**config.mk**
```make
export PLATFORM = sky130hd
export DESIGN_NAME = flsq_host
export DESIGN_NICKNAME = d
export VERILOG_FILES = /design/src/rtl/flsq_pkg.sv /design/src/rtl/flsq_bus_cycle.sv /design/src/rtl/flsq_host.sv
export VERILOG_INCLUDE_DIRS = /design/src /design/src/rtl
export SDC_FILE = /design/constraint.sdc
export NUM_CORES = 1
export LEC_CHECK = 0
export BUFFER_PORTS_ARGS = -buffer_cell sky130_fd_sc_hd__buf_4
export CORE_AREA = 2 2 147 149
export DETAILED_ROUTE_END_ITERATION = 8
export DIE_AREA = 0 0 149 151
export PLACE_DENSITY_LB_ADDON = 0.1
export SYNTH_ARGS = -nofsm -noshare
export SYNTH_HDL_FRONTEND = slang
export SYNTH_SLANG_ARGS = --single-unit
```
**constraint.sdc**
```tcl
create_clock -name clock_i -period 9.03 [get_ports clock_i]
set_input_delay 0.903 -clock clock_i [delete_from_list [all_inputs] [get_ports clock_i]]
set_output_delay 0.903 -clock clock_i [all_outputs]
set_load 0.01 [all_outputs]
```
**src/rtl/flsq_defs.svh**
```systemverilog
// Constants of the flash sequencer host: register map, fields, flash codes, timing.
// Assumes inclusion by bare name from the design files.
`ifndef FLSQ_DEFS_SVH
`define FLSQ_DEFS_SVH
// Register offsets
`define FLSQ_REG_CMD    3'h0
`define FLSQ_REG_ADDR   3'h1
`define FLSQ_REG_DATA   3'h2
`define FLSQ_REG_CFG    3'h3
`define FLSQ_REG_STAT   3'h4
`define FLSQ_REG_POLL   3'h5
// Field positions and reset values
`define FLSQ_CFG_BYTE   0
`define FLSQ_CFG_RST    1'b0
`define FLSQ_ST_CBUSY   0
`define FLSQ_ST_FBUSY   1
`define FLSQ_ST_SECURE  2
`define FLSQ_ST_BYPASS  3
`define FLSQ_ST_WINDOW  4
`define FLSQ_ST_REFUSED 5
`define FLSQ_ST_PVALID  6
`define FLSQ_ST_POLL    7
`define FLSQ_ST_TOGGLE  8
`define FLSQ_ST_ETOGGLE 9
`define FLSQ_ST_EWIN    10
`define FLSQ_ST_TOUT    11
// Polled flash status bits
`define FLSQ_DQ_POLL    7
`define FLSQ_DQ_TOGGLE  6
`define FLSQ_DQ_TOUT    5
`define FLSQ_DQ_EWIN    3
`define FLSQ_DQ_ETOGGLE 2
// Operation codes written to the command register
`define FLSQ_OP_READ    4'h1
`define FLSQ_OP_PROG    4'h2
`define FLSQ_OP_CHIP    4'h3
`define FLSQ_OP_SECT    4'h4
`define FLSQ_OP_SADD    4'h5
`define FLSQ_OP_RESET   4'h6
`define FLSQ_OP_HWRST   4'h7
`define FLSQ_OP_SSIN    4'h8
`define FLSQ_OP_SSOUT   4'h9
`define FLSQ_OP_BYPIN   4'hA
`define FLSQ_OP_BYPOUT  4'hB
// Unlock addresses, word and byte mode
`define FLSQ_A1_WORD    12'h555
`define FLSQ_A2_WORD    12'h2AA
`define FLSQ_A1_BYTE    12'hAAA
`define FLSQ_A2_BYTE    12'h555
// Flash command data
`define FLSQ_D_UNLK1    8'hAA
`define FLSQ_D_UNLK2    8'h55
`define FLSQ_D_SSIN     8'h88
`define FLSQ_D_EXIT     8'h90
`define FLSQ_D_ZERO     8'h00
`define FLSQ_D_PROG     8'hA0
`define FLSQ_D_BYP      8'h20
`define FLSQ_D_ESET     8'h80
`define FLSQ_D_CHIP     8'h10
`define FLSQ_D_SECT     8'h30
`define FLSQ_D_RST      8'hF0
// Timing
`define FLSQ_CLK_MHZ    25
`define FLSQ_WIN_US     50
`define FLSQ_WIN_CYC    (`FLSQ_WIN_US * `FLSQ_CLK_MHZ)
`endif

```
**src/rtl/flsq_pkg.sv**
```systemverilog
// Types shared by the flash sequencer host modules.
// Assumes no other package.
package flsq_pkg;
	typedef enum logic [1:0] {FLSQ_IDLE, FLSQ_ISSUE, FLSQ_WAIT, FLSQ_HWRST} flsq_host_st_e;
	typedef enum logic [1:0] {FLSQ_B_IDLE, FLSQ_B_SETUP, FLSQ_B_PULSE, FLSQ_B_HOLD} flsq_bus_st_e;
endpackage

```
**src/rtl/flsq_bus_cycle.sv**
```systemverilog
// One asynchronous flash bus cycle, write or read, on registered pins.
// Assumes a start only while idle; pins are synchronous to clock_i.
`timescale 1ns/100ps
`include "flsq_defs.svh"
module flsq_bus_cycle #(
	parameter int AW         = 20,
	parameter int DW         = 16,
	parameter int WE_LOW_CYC = 2,
	parameter int RD_CYC     = 3
) (
	// Clock and reset
	input  wire logic          clock_i,
	input  wire logic          rstn_i,
	input  wire logic          ce_i,
	// Request
	input  wire logic          start_i,
	input  wire logic          read_i,
	input  wire logic [AW-1:0] addr_i,
	input  wire logic [DW-1:0] data_i,
	output logic               done_o,
	output logic [DW-1:0]      q_o,
	// Flash pins
	output logic [AW-1:0]      addr_o,
	input  wire logic [DW-1:0] dq_i,
	output logic [DW-1:0]      dq_o,
	output logic               dq_oe_o,
	output logic               ce_n_o,
	output logic               we_n_o,
	output logic               oe_n_o
);
	typedef struct packed {
		flsq_pkg::flsq_bus_st_e st;
		logic [3:0]             cnt;
		logic                   rd;
		logic [AW-1:0]          a;
		logic [DW-1:0]          d;
		logic                   oe;
		logic                   ce_n;
		logic                   we_n;
		logic                   oe_n;
		logic                   done;
		logic [DW-1:0]          q;
	} flsq_bus_s;
	flsq_bus_s s, next_s;

	always_comb begin
		next_s = s;
		next_s.done = 1'b0;
		unique case (s.st)
			flsq_pkg::FLSQ_B_IDLE: if (start_i) begin
				// Address and data settle before the write strobe falls; the read strobe falls with them
				next_s.a = addr_i;
				next_s.d = data_i;
				next_s.rd = read_i;
				next_s.oe = !read_i;
				next_s.ce_n = 1'b0;
				next_s.oe_n = !read_i;
				next_s.st = flsq_pkg::FLSQ_B_SETUP;
			end
			flsq_pkg::FLSQ_B_SETUP: begin
				next_s.cnt = s.rd ? 4'(RD_CYC - 1) : 4'(WE_LOW_CYC - 1);
				next_s.we_n = s.rd;
				next_s.st = flsq_pkg::FLSQ_B_PULSE;
			end
			flsq_pkg::FLSQ_B_PULSE: if (s.cnt == 4'h0) begin
				if (s.rd) begin
					next_s.q = dq_i;
					next_s.oe_n = 1'b1;
				end
				// Write strobe rises first, chip select a cycle later
				next_s.we_n = 1'b1;
				next_s.st = flsq_pkg::FLSQ_B_HOLD;
			end else begin
				next_s.cnt = s.cnt - 4'h1;
			end
			flsq_pkg::FLSQ_B_HOLD: begin
				next_s.ce_n = 1'b1;
				next_s.oe = 1'b0;
				next_s.done = 1'b1;
				next_s.st = flsq_pkg::FLSQ_B_IDLE;
			end
		endcase
	end

	always_ff @(posedge clock_i or negedge rstn_i) begin
		if (!rstn_i) begin
			s <= '0;
			s.ce_n <= 1'b1;
			s.we_n <= 1'b1;
			s.oe_n <= 1'b1;
		end else if (ce_i) begin
			s <= next_s;
		end
	end

	assign done_o  = s.done;
	assign q_o     = s.q;
	assign addr_o  = s.a;
	assign dq_o    = s.d;
	assign dq_oe_o = s.oe;
	assign ce_n_o  = s.ce_n;
	assign we_n_o  = s.we_n;
	assign oe_n_o  = s.oe_n;
endmodule

```
**src/rtl/flsq_host.sv**
```systemverilog
// Host-side command sequencer driving a parallel NOR flash over its pins.
// Assumes a register-port master; flash pins are synchronous to clock_i.
// Summary of operation
// Secured region entered by three-write sequence
// Four-write exit sequence restores normal array
// No unlock bypass while secured region selected
// Byte-width select picks word or byte programming
// Program is four writes, last starts algorithm
// Program completion returns device to array read
// Commands during embedded program are ignored
// Hardware reset aborts; reissue after array read
// Programming only clears bits, any order
// Bypass entry is two unlocks plus 20h
// Bypass program is A0h then address/data
// Bypass accepts only bypass program and reset
// Bypass exit is 90h then 00h
// Chip erase is six writes
// Embedded erase preprograms by itself
// Commands during chip erase are ignored
// Erase progress on status bits and ready
// Sector erase is six writes, sector last
// 50 us add window from final strobe
// Added sectors spaced under 50 us
// Other command in window cancels erase
// Window flag exposed; erasing takes only suspend
// Address at later fall, data earlier rise
// Reset command mid-sequence abandons it
//
// Implementation choices: the strobed register port and the placing of the registers.
`timescale 1ns/100ps
`include "flsq_defs.svh"
module flsq_host #(
	parameter int AW         = 20,
	parameter int DW         = 16,
	parameter int RST_CYC    = 13,
	parameter int GUARD_CYC  = 4,
	parameter int WE_LOW_CYC = 2,
	parameter int RD_CYC     = 3,
	parameter int WIN_CYC    = `FLSQ_WIN_CYC
) (
	// Clock and reset
	input  wire logic          clock_i,
	input  wire logic          rstn_i,
	input  wire logic          ce_i,
	// Register port
	input  wire logic [2:0]    reg_addr_i,
	input  wire logic [31:0]   reg_wdata_i,
	input  wire logic          reg_wr_i,
	input  wire logic          reg_rd_i,
	output logic [31:0]        reg_rdata_o,
	// Flash pins
	output logic [AW-1:0]      flash_addr_o,
	input  wire logic [DW-1:0] flash_dq_i,
	output logic [DW-1:0]      flash_dq_o,
	output logic               flash_dq_oe_o,
	output logic               flash_ce_n_o,
	output logic               flash_we_n_o,
	output logic               flash_oe_n_o,
	output logic               flash_byte_n_o,
	output logic               flash_reset_n_o,
	input  wire logic          ready_busy_i
);
	localparam int WW = $clog2(WIN_CYC + 1);
	// Margin so an added sector write still ends inside the window
	localparam int WIN_LAST = WIN_CYC - WE_LOW_CYC - 6;

	typedef struct packed {
		flsq_pkg::flsq_host_st_e st;
		logic [3:0]              op;
		logic [2:0]              step;
		logic [2:0]              last;
		logic [AW-1:0]           addr;
		logic [DW-1:0]           data;
		logic                    byte_mode;
		logic                    secured;
		logic                    bypass;
		logic                    refused;
		logic                    poll_valid;
		logic                    win_open;
		logic [WW-1:0]           win_cnt;
		logic [7:0]              wait_cnt;
		logic                    go;
		logic                    go_rd;
		logic [AW-1:0]           go_a;
		logic [DW-1:0]           go_d;
		logic [DW-1:0]           poll;
		logic                    reset_n;
		logic [31:0]             rdata;
	} flsq_host_s;
	flsq_host_s s, next_s;

	logic [1:0]    rst_sync;
	logic          rst_n;
	logic          bus_done;
	logic [DW-1:0] bus_q;
	logic          fbusy;
	logic          ok;
	logic          acc;
	logic [31:0]   stat;

	always_ff @(posedge clock_i or negedge rstn_i) begin
		if (!rstn_i) begin
			rst_sync <= 2'b00;
		end else begin
			rst_sync <= {rst_sync[0], 1'b1};
		end
	end
	assign rst_n = rst_sync[1];

	function automatic logic [2:0] op_len(input logic [3:0] op, input logic byp);
		case (op)
			`FLSQ_OP_PROG: op_len = byp ? 3'd2 : 3'd4;
			`FLSQ_OP_CHIP, `FLSQ_OP_SECT: op_len = 3'd6;
			`FLSQ_OP_SSIN, `FLSQ_OP_BYPIN: op_len = 3'd3;
			`FLSQ_OP_SSOUT: op_len = 3'd4;
			`FLSQ_OP_BYPOUT: op_len = 3'd2;
			default: op_len = 3'd1;
		endcase
	endfunction

	// Address and data of write i of an operation
	function automatic logic [AW+DW-1:0] step_word(input logic [3:0] op, input logic [2:0] i, input logic byp,
		input logic bm, input logic [AW-1:0] a, input logic [DW-1:0] d);
		logic [AW-1:0] u1;
		logic [AW-1:0] u2;
		logic [7:0]    c3;
		u1 = bm ? AW'(`FLSQ_A1_BYTE) : AW'(`FLSQ_A1_WORD);
		u2 = bm ? AW'(`FLSQ_A2_BYTE) : AW'(`FLSQ_A2_WORD);
		case (op)
			`FLSQ_OP_SSIN: c3 = `FLSQ_D_SSIN;
			`FLSQ_OP_SSOUT: c3 = `FLSQ_D_EXIT;
			`FLSQ_OP_BYPIN: c3 = `FLSQ_D_BYP;
			`FLSQ_OP_PROG: c3 = `FLSQ_D_PROG;
			default: c3 = `FLSQ_D_ESET;
		endcase
		step_word = {a, d};
		case (op)
			`FLSQ_OP_READ: step_word = {a, d};
			`FLSQ_OP_SADD: step_word = {a, DW'(`FLSQ_D_SECT)};
			`FLSQ_OP_RESET: step_word = {a, DW'(`FLSQ_D_RST)};
			`FLSQ_OP_BYPOUT: step_word = {a, (i == 3'd0) ? DW'(`FLSQ_D_EXIT) : DW'(`FLSQ_D_ZERO)};
			default: if (op == `FLSQ_OP_PROG && byp) begin
				step_word = (i == 3'd0) ? {a, DW'(`FLSQ_D_PROG)} : {a, d};
			end else begin
				case (i)
					3'd0: step_word = {u1, DW'(`FLSQ_D_UNLK1)};
					3'd1: step_word = {u2, DW'(`FLSQ_D_UNLK2)};
					3'd2: step_word = {u1, DW'(c3)};
					3'd3: if (op == `FLSQ_OP_SSOUT) begin
						step_word = {a, DW'(`FLSQ_D_ZERO)};
					end else if (op == `FLSQ_OP_PROG) begin
						step_word = {a, d};
					end else begin
						step_word = {u1, DW'(`FLSQ_D_UNLK1)};
					end
					3'd4: step_word = {u2, DW'(`FLSQ_D_UNLK2)};
					default: step_word = (op == `FLSQ_OP_CHIP) ? {u1, DW'(`FLSQ_D_CHIP)} : {a, DW'(`FLSQ_D_SECT)};
				endcase
			end
		endcase
	endfunction

	always_comb begin
		next_s = s;
		next_s.go = 1'b0;
		next_s.rdata = 32'h0000_0000;
		// Guard covers the gap before the flash pulls its busy line
		fbusy = !ready_busy_i || s.wait_cnt != 8'h00;
		case (reg_wdata_i[3:0])
			`FLSQ_OP_READ, `FLSQ_OP_HWRST: ok = 1'b1;
			`FLSQ_OP_PROG: ok = !fbusy && !s.win_open;
			`FLSQ_OP_CHIP, `FLSQ_OP_SECT, `FLSQ_OP_SSIN, `FLSQ_OP_SSOUT: ok = !fbusy && !s.bypass && !s.win_open;
			`FLSQ_OP_SADD: ok = s.win_open && s.win_cnt < WW'(WIN_LAST);
			`FLSQ_OP_RESET: ok = !s.bypass && (!fbusy || s.win_open);
			`FLSQ_OP_BYPIN: ok = !fbusy && !s.bypass && !s.secured && !s.win_open;
			`FLSQ_OP_BYPOUT: ok = s.bypass && !fbusy;
			default: ok = 1'b0;
		endcase
		acc = reg_wr_i && reg_addr_i == `FLSQ_REG_CMD && s.st == flsq_pkg::FLSQ_IDLE && ok;
		if (s.wait_cnt != 8'h00) begin
			next_s.wait_cnt = s.wait_cnt - 8'h01;
		end
		if (s.win_open) begin
			if (s.win_cnt == WW'(WIN_CYC - 1)) begin
				next_s.win_open = 1'b0;
			end else begin
				next_s.win_cnt = s.win_cnt + WW'(1);
			end
		end
		if (reg_wr_i) begin
			case (reg_addr_i)
				// Operands are frozen while a sequence runs
				`FLSQ_REG_ADDR: if (s.st == flsq_pkg::FLSQ_IDLE) next_s.addr = reg_wdata_i[AW-1:0];
				`FLSQ_REG_DATA: if (s.st == flsq_pkg::FLSQ_IDLE) next_s.data = reg_wdata_i[DW-1:0];
				`FLSQ_REG_CFG: next_s.byte_mode = reg_wdata_i[`FLSQ_CFG_BYTE];
				`FLSQ_REG_CMD: begin
					next_s.refused = !acc;
					if (acc) begin
						next_s.op = reg_wdata_i[3:0];
						next_s.step = 3'd0;
						next_s.last = op_len(reg_wdata_i[3:0], s.bypass) - 3'd1;
						if (reg_wdata_i[3:0] == `FLSQ_OP_HWRST) begin
							next_s.reset_n = 1'b0;
							next_s.wait_cnt = 8'(RST_CYC);
							next_s.st = flsq_pkg::FLSQ_HWRST;
						end else begin
							next_s.st = flsq_pkg::FLSQ_ISSUE;
						end
					end
				end
				default: ;
			endcase
		end
		stat = 32'h0000_0000;
		stat[`FLSQ_ST_CBUSY] = s.st != flsq_pkg::FLSQ_IDLE;
		stat[`FLSQ_ST_FBUSY] = !ready_busy_i;
		stat[`FLSQ_ST_SECURE] = s.secured;
		stat[`FLSQ_ST_BYPASS] = s.bypass;
		stat[`FLSQ_ST_WINDOW] = s.win_open;
		stat[`FLSQ_ST_REFUSED] = s.refused;
		stat[`FLSQ_ST_PVALID] = s.poll_valid;
		stat[`FLSQ_ST_POLL] = s.poll[`FLSQ_DQ_POLL];
		stat[`FLSQ_ST_TOGGLE] = s.poll[`FLSQ_DQ_TOGGLE];
		stat[`FLSQ_ST_ETOGGLE] = s.poll[`FLSQ_DQ_ETOGGLE];
		stat[`FLSQ_ST_EWIN] = s.poll[`FLSQ_DQ_EWIN];
		stat[`FLSQ_ST_TOUT] = s.poll[`FLSQ_DQ_TOUT];
		if (reg_rd_i) begin
			case (reg_addr_i)
				`FLSQ_REG_CMD: next_s.rdata = 32'(s.op);
				`FLSQ_REG_ADDR: next_s.rdata = 32'(s.addr);
				`FLSQ_REG_DATA: next_s.rdata = 32'(s.data);
				`FLSQ_REG_CFG: next_s.rdata = 32'(s.byte_mode);
				`FLSQ_REG_STAT: next_s.rdata = stat;
				`FLSQ_REG_POLL: next_s.rdata = 32'(s.poll);
				default: next_s.rdata = 32'h0000_0000;
			endcase
		end
		unique case (s.st)
			flsq_pkg::FLSQ_IDLE: ;
			flsq_pkg::FLSQ_ISSUE: begin
				next_s.go = 1'b1;
				next_s.go_rd = s.op == `FLSQ_OP_READ;
				{next_s.go_a, next_s.go_d} = step_word(s.op, s.step, s.bypass, s.byte_mode, s.addr, s.data);
				next_s.st = flsq_pkg::FLSQ_WAIT;
			end
			flsq_pkg::FLSQ_WAIT: if (bus_done) begin
				if (s.op == `FLSQ_OP_READ) begin
					next_s.poll = bus_q;
					next_s.poll_valid = 1'b1;
				end
				if (s.step == s.last) begin
					next_s.st = flsq_pkg::FLSQ_IDLE;
					case (s.op)
						`FLSQ_OP_SSIN: next_s.secured = 1'b1;
						`FLSQ_OP_SSOUT: next_s.secured = 1'b0;
						`FLSQ_OP_BYPIN: next_s.bypass = 1'b1;
						`FLSQ_OP_BYPOUT: next_s.bypass = 1'b0;
						`FLSQ_OP_PROG, `FLSQ_OP_CHIP: next_s.wait_cnt = 8'(GUARD_CYC);
						`FLSQ_OP_SECT, `FLSQ_OP_SADD: begin
							next_s.win_open = 1'b1;
							next_s.win_cnt = '0;
							next_s.wait_cnt = 8'(GUARD_CYC);
						end
						`FLSQ_OP_RESET: next_s.win_open = 1'b0;
						default: ;
					endcase
				end else begin
					next_s.step = s.step + 3'd1;
					next_s.st = flsq_pkg::FLSQ_ISSUE;
				end
			end
			flsq_pkg::FLSQ_HWRST: if (s.wait_cnt == 8'h00) begin
				// Device drops every mode; the caller reissues aborted work
				next_s.reset_n = 1'b1;
				next_s.secured = 1'b0;
				next_s.bypass = 1'b0;
				next_s.win_open = 1'b0;
				next_s.wait_cnt = 8'(GUARD_CYC);
				next_s.st = flsq_pkg::FLSQ_IDLE;
			end
		endcase
	end

	always_ff @(posedge clock_i or negedge rst_n) begin
		if (!rst_n) begin
			s <= '0;
			s.reset_n <= 1'b1;
		end else if (ce_i) begin
			s <= next_s;
		end
	end

	flsq_bus_cycle #(
		.AW         (AW),
		.DW         (DW),
		.WE_LOW_CYC (WE_LOW_CYC),
		.RD_CYC     (RD_CYC)
	) u_bus (
		.clock_i (clock_i),
		.rstn_i  (rst_n),
		.ce_i    (ce_i),
		.start_i (s.go),
		.read_i  (s.go_rd),
		.addr_i  (s.go_a),
		.data_i  (s.go_d),
		.done_o  (bus_done),
		.q_o     (bus_q),
		.addr_o  (flash_addr_o),
		.dq_i    (flash_dq_i),
		.dq_o    (flash_dq_o),
		.dq_oe_o (flash_dq_oe_o),
		.ce_n_o  (flash_ce_n_o),
		.we_n_o  (flash_we_n_o),
		.oe_n_o  (flash_oe_n_o)
	);

	assign reg_rdata_o     = s.rdata;
	assign flash_byte_n_o  = !s.byte_mode;
	assign flash_reset_n_o = s.reset_n;

	// Write strobes counted per operation, independent of the step counter
	logic       we_q;
	logic [3:0] wcnt;
	logic       fin;
	always_ff @(posedge clock_i or negedge rst_n) begin
		if (!rst_n) begin
			we_q <= 1'b1;
			wcnt <= 4'h0;
		end else if (ce_i) begin
			we_q <= flash_we_n_o;
			if (s.st == flsq_pkg::FLSQ_IDLE) begin
				wcnt <= 4'h0;
			end else if (we_q && !flash_we_n_o) begin
				wcnt <= wcnt + 4'h1;
			end
		end
	end
	assign fin = ce_i && s.st == flsq_pkg::FLSQ_WAIT && bus_done && s.step == s.last;
endmodule

```
# [Word-level counts from Yosys, hierarchy flattened]
# Index checks and enable logic that the tools add are counted.
[totals] regBits=226 latchBits=0 ram_bits=0 romBits=0 input_bits=57 out_inout_bits=74 elab_cells=223 memories=0
[op_classes] n_addsub=5 mul=0 n_div=0 order_cmp=1 n_eq_ne=47 shifts=0 mux=80 n_bitwise=0 reduce_logical=57
[op_table] cell="one-hot mux 36 bit (4 select lines)" n=2
[op_table] cell="2-to-1 mux 36 bit" n=4
[op_table] cell="one-hot mux 20 bit (6 select lines)" n=1
[op_table] cell="2-to-1 mux 20 bit" n=5
[op_table] cell="2-to-1 mux 8 bit" n=8
[op_table] cell="2-to-1 mux 49 bit" n=1
[op_table] cell="2-to-1 mux 12 bit" n=4
[op_table] cell="2-to-1 mux 16 bit" n=3
[op_table] cell="2-to-1 mux 11 bit" n=4
[op_table] cell="2-to-1 mux 38 bit" n=1
[op_table] cell="equality test 4 bit (second input constant)" n=8
[op_table] cell="one-hot mux 8 bit (4 select lines)" n=1
[op_table] cell="equality test 4 x 3 -> 1 bit (second input constant)" n=7
[op_table] cell="2-to-1 mux 2 bit" n=11
[op_table] cell="2-to-1 mux 3 bit" n=7
[op_table] cell="AND reduction 3 bit" n=7
[op_table] cell="AND reduction 4 bit" n=5
[op_table] cell="equality test 4 x 2 -> 1 bit (second input constant)" n=4
[op_table] cell="one-hot mux 8 bit (2 select lines)" n=1
[op_table] cell="one-hot mux 3 bit (5 select lines)" n=1
[op_table] cell="2-to-1 mux 1 bit" n=13
[op_table] cell="equality test 3 x 2 -> 1 bit (second input constant)" n=4
[op_table] cell="logical AND 1 bit" n=12
[op_table] cell="one-hot mux 1 bit (2 select lines)" n=6
[op_table] cell="other kinds (36)" n=70

# [Longest topological paths before layout]
[depth] depth_word=18 ltp_mapped=10 mapped_depth_nobuf=8

# [By module]
# Synthesis repeated with hierarchy kept, for this count alone.
[hier_totals] cells_unflattened=1004 hier_area_um2=11060.6
[by_module_without_submodules] module="flsq_host" instances=1 cells_per_inst=771 area_per_inst_um2=7921.3 seq_area_each_um2=3754.9
[by_module_without_submodules] module="flsq_bus_cycle" instances=1 cells_per_inst=233 area_per_inst_um2=3139.3 seq_area_each_um2=1605.3

# [Worst setup path after synthesis]
# No wires, ideal clock.
[synth_timing] path_type="input-to-reg" startpoint="input reg_wdata_i[0]" endpoint="register s[150] in the netlist's numbering" setup_time_ns=0.125 arrival_time_ns=2.564 required_ns=8.905 slack_ns=6.341 path_stages=8 n_path_buf=2 path_cell_list="clkbuf_1 > nand2_1 > o32a_1 > o22a_1 > o311a_1 > a21oi_2 > buf_6 > mux2_4"
[synth_between] elab_chain_len=7 elab_cells_between_ends=23 cone_classes="add/sub (1); eq/ne (11); mux (5); reduce/logical (6)"
[synth_rtl] item="start: declaration" line="flsq_host.sv:47" text="input wire logic [31:0] reg_wdata_i,"
[synth_rtl] item="equality test 4 bit (tied with other cells)" line="flsq_host.sv:111, flsq_host.sv:169"
[synth_rtl] item="OR reduction 2 bit" line="flsq_host.sv:111" text="case (op)"
[synth_rtl] item="one-hot mux 3 bit (5 select lines)" line="flsq_host.sv:111"
[synth_rtl] item="2-to-1 mux 3 bit" line="flsq_host.sv:198" text="if (acc) begin"
[synth_rtl] item="2-to-1 mux 3 bit" line="flsq_host.sv:191" text="case (reg_addr_i)"
[synth_rtl] item="2-to-1 mux 3 bit" line="flsq_host.sv:190" text="if (reg_wr_i) begin"
[synth_rtl] item="subtractor 3 x 1 -> 3 bit" line="flsq_host.sv:201" text="next_s.last = op_len(reg_wdata_i[3:0], s.bypass) - 3'd1;"
[synth_rtl] item="end signal: assignment" line="flsq_host.sv:289" text="s <= next_s;"
[synth_rtl] item="end: declaration" line="flsq_host.sv:90" text="flsq_host_s s, next_s;"
# Parallel ways exist; a longest one is shown, timed or not. The select of a mux whose other input is x is not followed.
# A chain may end at the register's enable or synchronous reset.

# [Worst setup path in the final report]
[layout_timing] startpoint="register s[157] in the netlist's numbering" endpoint="register s[55] in the netlist's numbering"
[layout_between] elab_chain_len=6 elab_cells_between_ends=12 cone_classes="eq/ne (6); mux (5); reduce/logical (1)"
[layout_rtl] item="equality test 4 x 2 -> 1 bit"
[layout_rtl] item="2-to-1 mux 36 bit" line="flsq_host.sv:151" text="end else if (op == `FLSQ_OP_PROG) begin"
[layout_rtl] item="2-to-1 mux 36 bit" line="flsq_host.sv:149" text="3'd3: if (op == `FLSQ_OP_SSOUT) begin"
[layout_rtl] item="one-hot mux 36 bit (4 select lines)" line="flsq_host.sv:145" text="case (i)"
[layout_rtl] item="2-to-1 mux 36 bit" line="flsq_host.sv:142" text="default: if (op == `FLSQ_OP_PROG && byp) begin"
[layout_rtl] item="one-hot mux 36 bit (4 select lines) (*)" line="flsq_host.sv:137" text="case (op)"
# Every way passes the cells marked *; elsewhere a longest branch is shown, timed or not.

==> flow_summary.toml <==
[critical_path]
max_stage_delay_ps = 730
critPathMaxFanout = 18
cp_num_cells = 6
rr_worst_depth = 6
critPathBufInv = 0
ff2ff_setup_slack_ps = 6100
slowest_stage = "a21oi_1"
critPathArrivalTime_ps = 3330
critPathKind = "reg2reg"
end_kind = "flop"
cp.required_ps = 9430
cp_top_family = "compound AO/OA/AOI/OAI gates"
worstPathCellList = "or3b_1 -> o21ai_0 -> o21ai_0 -> a21oi_1 -> nor2b_1 -> o32a_1"
start_kind = "flop"
path_common_cell = "o21ai_0"

[clock_tree]
clk_pin_slew_ps = 60
htree_levels = 1
clk_latency_ps = 520
cts_tree = "done"
ctsHoldBuffers = 0
cts_resized = 0
numCtsBuffers = 24
cts.sinks = 214
root_buffer = "clkbuf_16"
cts_setup_buffers = 0
ctsLongestPathBuffers = 3

[cells_and_area]
final_cell_area_um2 = 12000
seq_area_um2 = 5360
fill_cells = 1834
nets = 1114
layout-drive-gt1-share = 0.267
final_util = 0.579
multi_input_area_um2 = 4590
area_delta_synth_final_pct = 11.9
stdcell_count = 1335
diodes = 0

[place]
place_area_um2 = 11300
dp_cells = 1291
dp_hpwl_um = 16700
port-buffer-count = 106
gp_congestion = 0.911

[routing]
drtIter0Drc = 635
ant_nets = 0
dr_total_vias = 7585
routedWlPerCell_um = 18.0
wl_um = 24100
vias_per_cell = 5.68
drt_first_pass_iters = 6
drc = 0

[floorplan]
die_area_um2 = 22500
die_h_um = 151
pin_count = 131
rows = 53
fp.dieW_um = 149
core-area_um2 = 20800
start_util = 0.517

[sta]
tns_ps = 0
finalSetupViolations = 0
relSlewSlack = 0.181
skew_ps = 8.48
min_period_over_period = 0.325
max_freq_mhz = 341
layout_min_cycle_time_ps = 2930
final_hold_viol_count = 0
worstMarginPinSlew_ps = 1220
rsz0062_at_grt = "false"
final_max_slew_viol_count = 0

[yosys]
synth_edf_count = 0
ys.flop_type = "dfrtp_1"
synth_area_leaders = "dfrtp_1 49%, mux2_2 11%, buf_4 4.7%"
synth.cell_area_um2 = 10800
synth_area_leader_cell = "dfrtp_1"
ys_ff_latch = 214
syn_inst = 1018
ys_top_cells_by_count = "210 x dfrtp_1, 109 x mux2_2, 87 x nand2_1"
synth_top_area_share = 0.488
synth.distinct_cells = 72
synthArstFlopShare = 1.00
synth_warnings = 0
synth.most_common_cell = "dfrtp_1"
yosysSeqAreaShare = 0.498
avgSynthCellArea_um2 = 10.6

[grt]
grt_pass1_wl_um = 39900
overflow = 0
grt_pass1_vias = 7364
antenna_found_initial = 0
grt.total_usage = 0.221
grt_max_degree = 179

[power]
power.share.clock = 0.344
internal-power_uw = 1880
switching_power_uw = 818
ir_drop_uv = 151
power_switching_share = 0.303
p_leak_uw = 0.00564
powerDensity_nw_per_um2 = 224
p_seq_frac = 0.461
p_comb_frac = 0.196

[outcome]
status = "finished, final reports clean"

[flow_run]
maxCapViolCount = 0

[worst_hold_path]
hp-class = "in2async"
[metal layers]
metal	wire length, um	vias to the layer above	GRT usage	part of all wire
li1	-	3601	-	-
met1	12000	3753	0.344	0.50
met2	10500	195	0.327	0.44
met3	1090	36	0.0307	0.045
met4	447	0	0.0552	0.019
met5	0	-	0	0
[through the flow]
step                setup WS (ps)  power [uW]  hold slack [ps]
floorplan                    2630        1610              331
global placement             5880        1770              300
detailed placement           5880        1780              299
CTS                          6100        2710              140
global route                 5850        2860              133
finish                       6100        2700              155
[registers in the layout, indices dropped and copies added, names as in the netlist, 2 cells and up]
register	count
s	127
u_bus.s	7
rst_sync	2
u_bus.addr_o	20
u_bus.dq_o	16
u_bus.q_o	16
reg_rdata_o	20
[cells by family (layout without fill, tap and decap cells)]
family	count (synthesis)	count (layout)	share of synthesized area
buffers and inverters	160	191	0.0813
adders and majority gates	15	15	0.0174
AOI/OAI and AO/OA	232	232	0.142
xor gates and xnor gates	15	15	0.0122
DFF	214	214	0.498
other	2	13	0.000698
and+or+nand+nor	256	256	0.118
muxes	124	124	0.131
[worst reg2reg max path: stages, from the launching register on]
cell and delay [ps]:
dfrtp_1 690, or3b_1 460, o21ai_0 260, o21ai_0 160
a21oi_1 730, nor2b_1 160, o32a_1 360
[power by group through the flow]
stage / registers (uW) / logic [uW] / clock network [uW]
global placement: 1250 / 514 / 0
global route: 1260 / 598 / 995
floorplan: 1200 / 408 / 0
detailed placement: 1260 / 526 / 0
CTS: 1240 / 529 / 946
finish: 1240 / 528 / 927
[cell type report]
class | count | share of cell area
Sequential cell | 214 | 0.445
Multi-Input combinational cell | 655 | 0.381
Timing Repair Buffer | 114 | 0.0721
Clock buffer | 36 | 0.0586
Tap cell | 275 | 0.0286
Inverter | 33 | 0.0103
Clock inverter | 8 | 0.00447
[final timing paths]
kind / start / end
worst max-delay path: s[157] / s[55]
worst min-delay path: rstn_i / rst_sync[1]
worst max register to register: s[157] / s[55]
worst min register to register: rst_sync[1] / s[46]
max in group asynchronous: rst_sync[1] / s[59]
min in group clock_i: rst_sync[0] / rst_sync[1]
[cells in the final DEF, fill, tap and decap left out, types with 8 or more instances in the layout]
| cell type | instances |
|---|---|
| nor2b_1 | 11 |
| clkbuf_16 | 24 |
| dfrtp_1 | 209 |
| conb_1 | 13 |
| and3_1 | 12 |
| xor2_1 | 8 |
| nand3_1 | 21 |
| mux2i_1 | 10 |
| o2bb2ai_1 | 20 |
| a22oi_1 | 18 |
| a31oi_1 | 16 |
| nor3_1 | 13 |
| a211oi_1 | 8 |
| o22a_1 | 14 |
| inv_1 | 32 |
| ha_1 | 15 |
| o31ai_1 | 8 |
| mux2_2 | 109 |
| nand2_1 | 87 |
| nor2_1 | 50 |
| a21oi_1 | 48 |
| nand4_1 | 12 |
| buf_4 | 113 |
| o21ai_0 | 61 |
No activity file was read; power rests on OpenSTA's default activity.
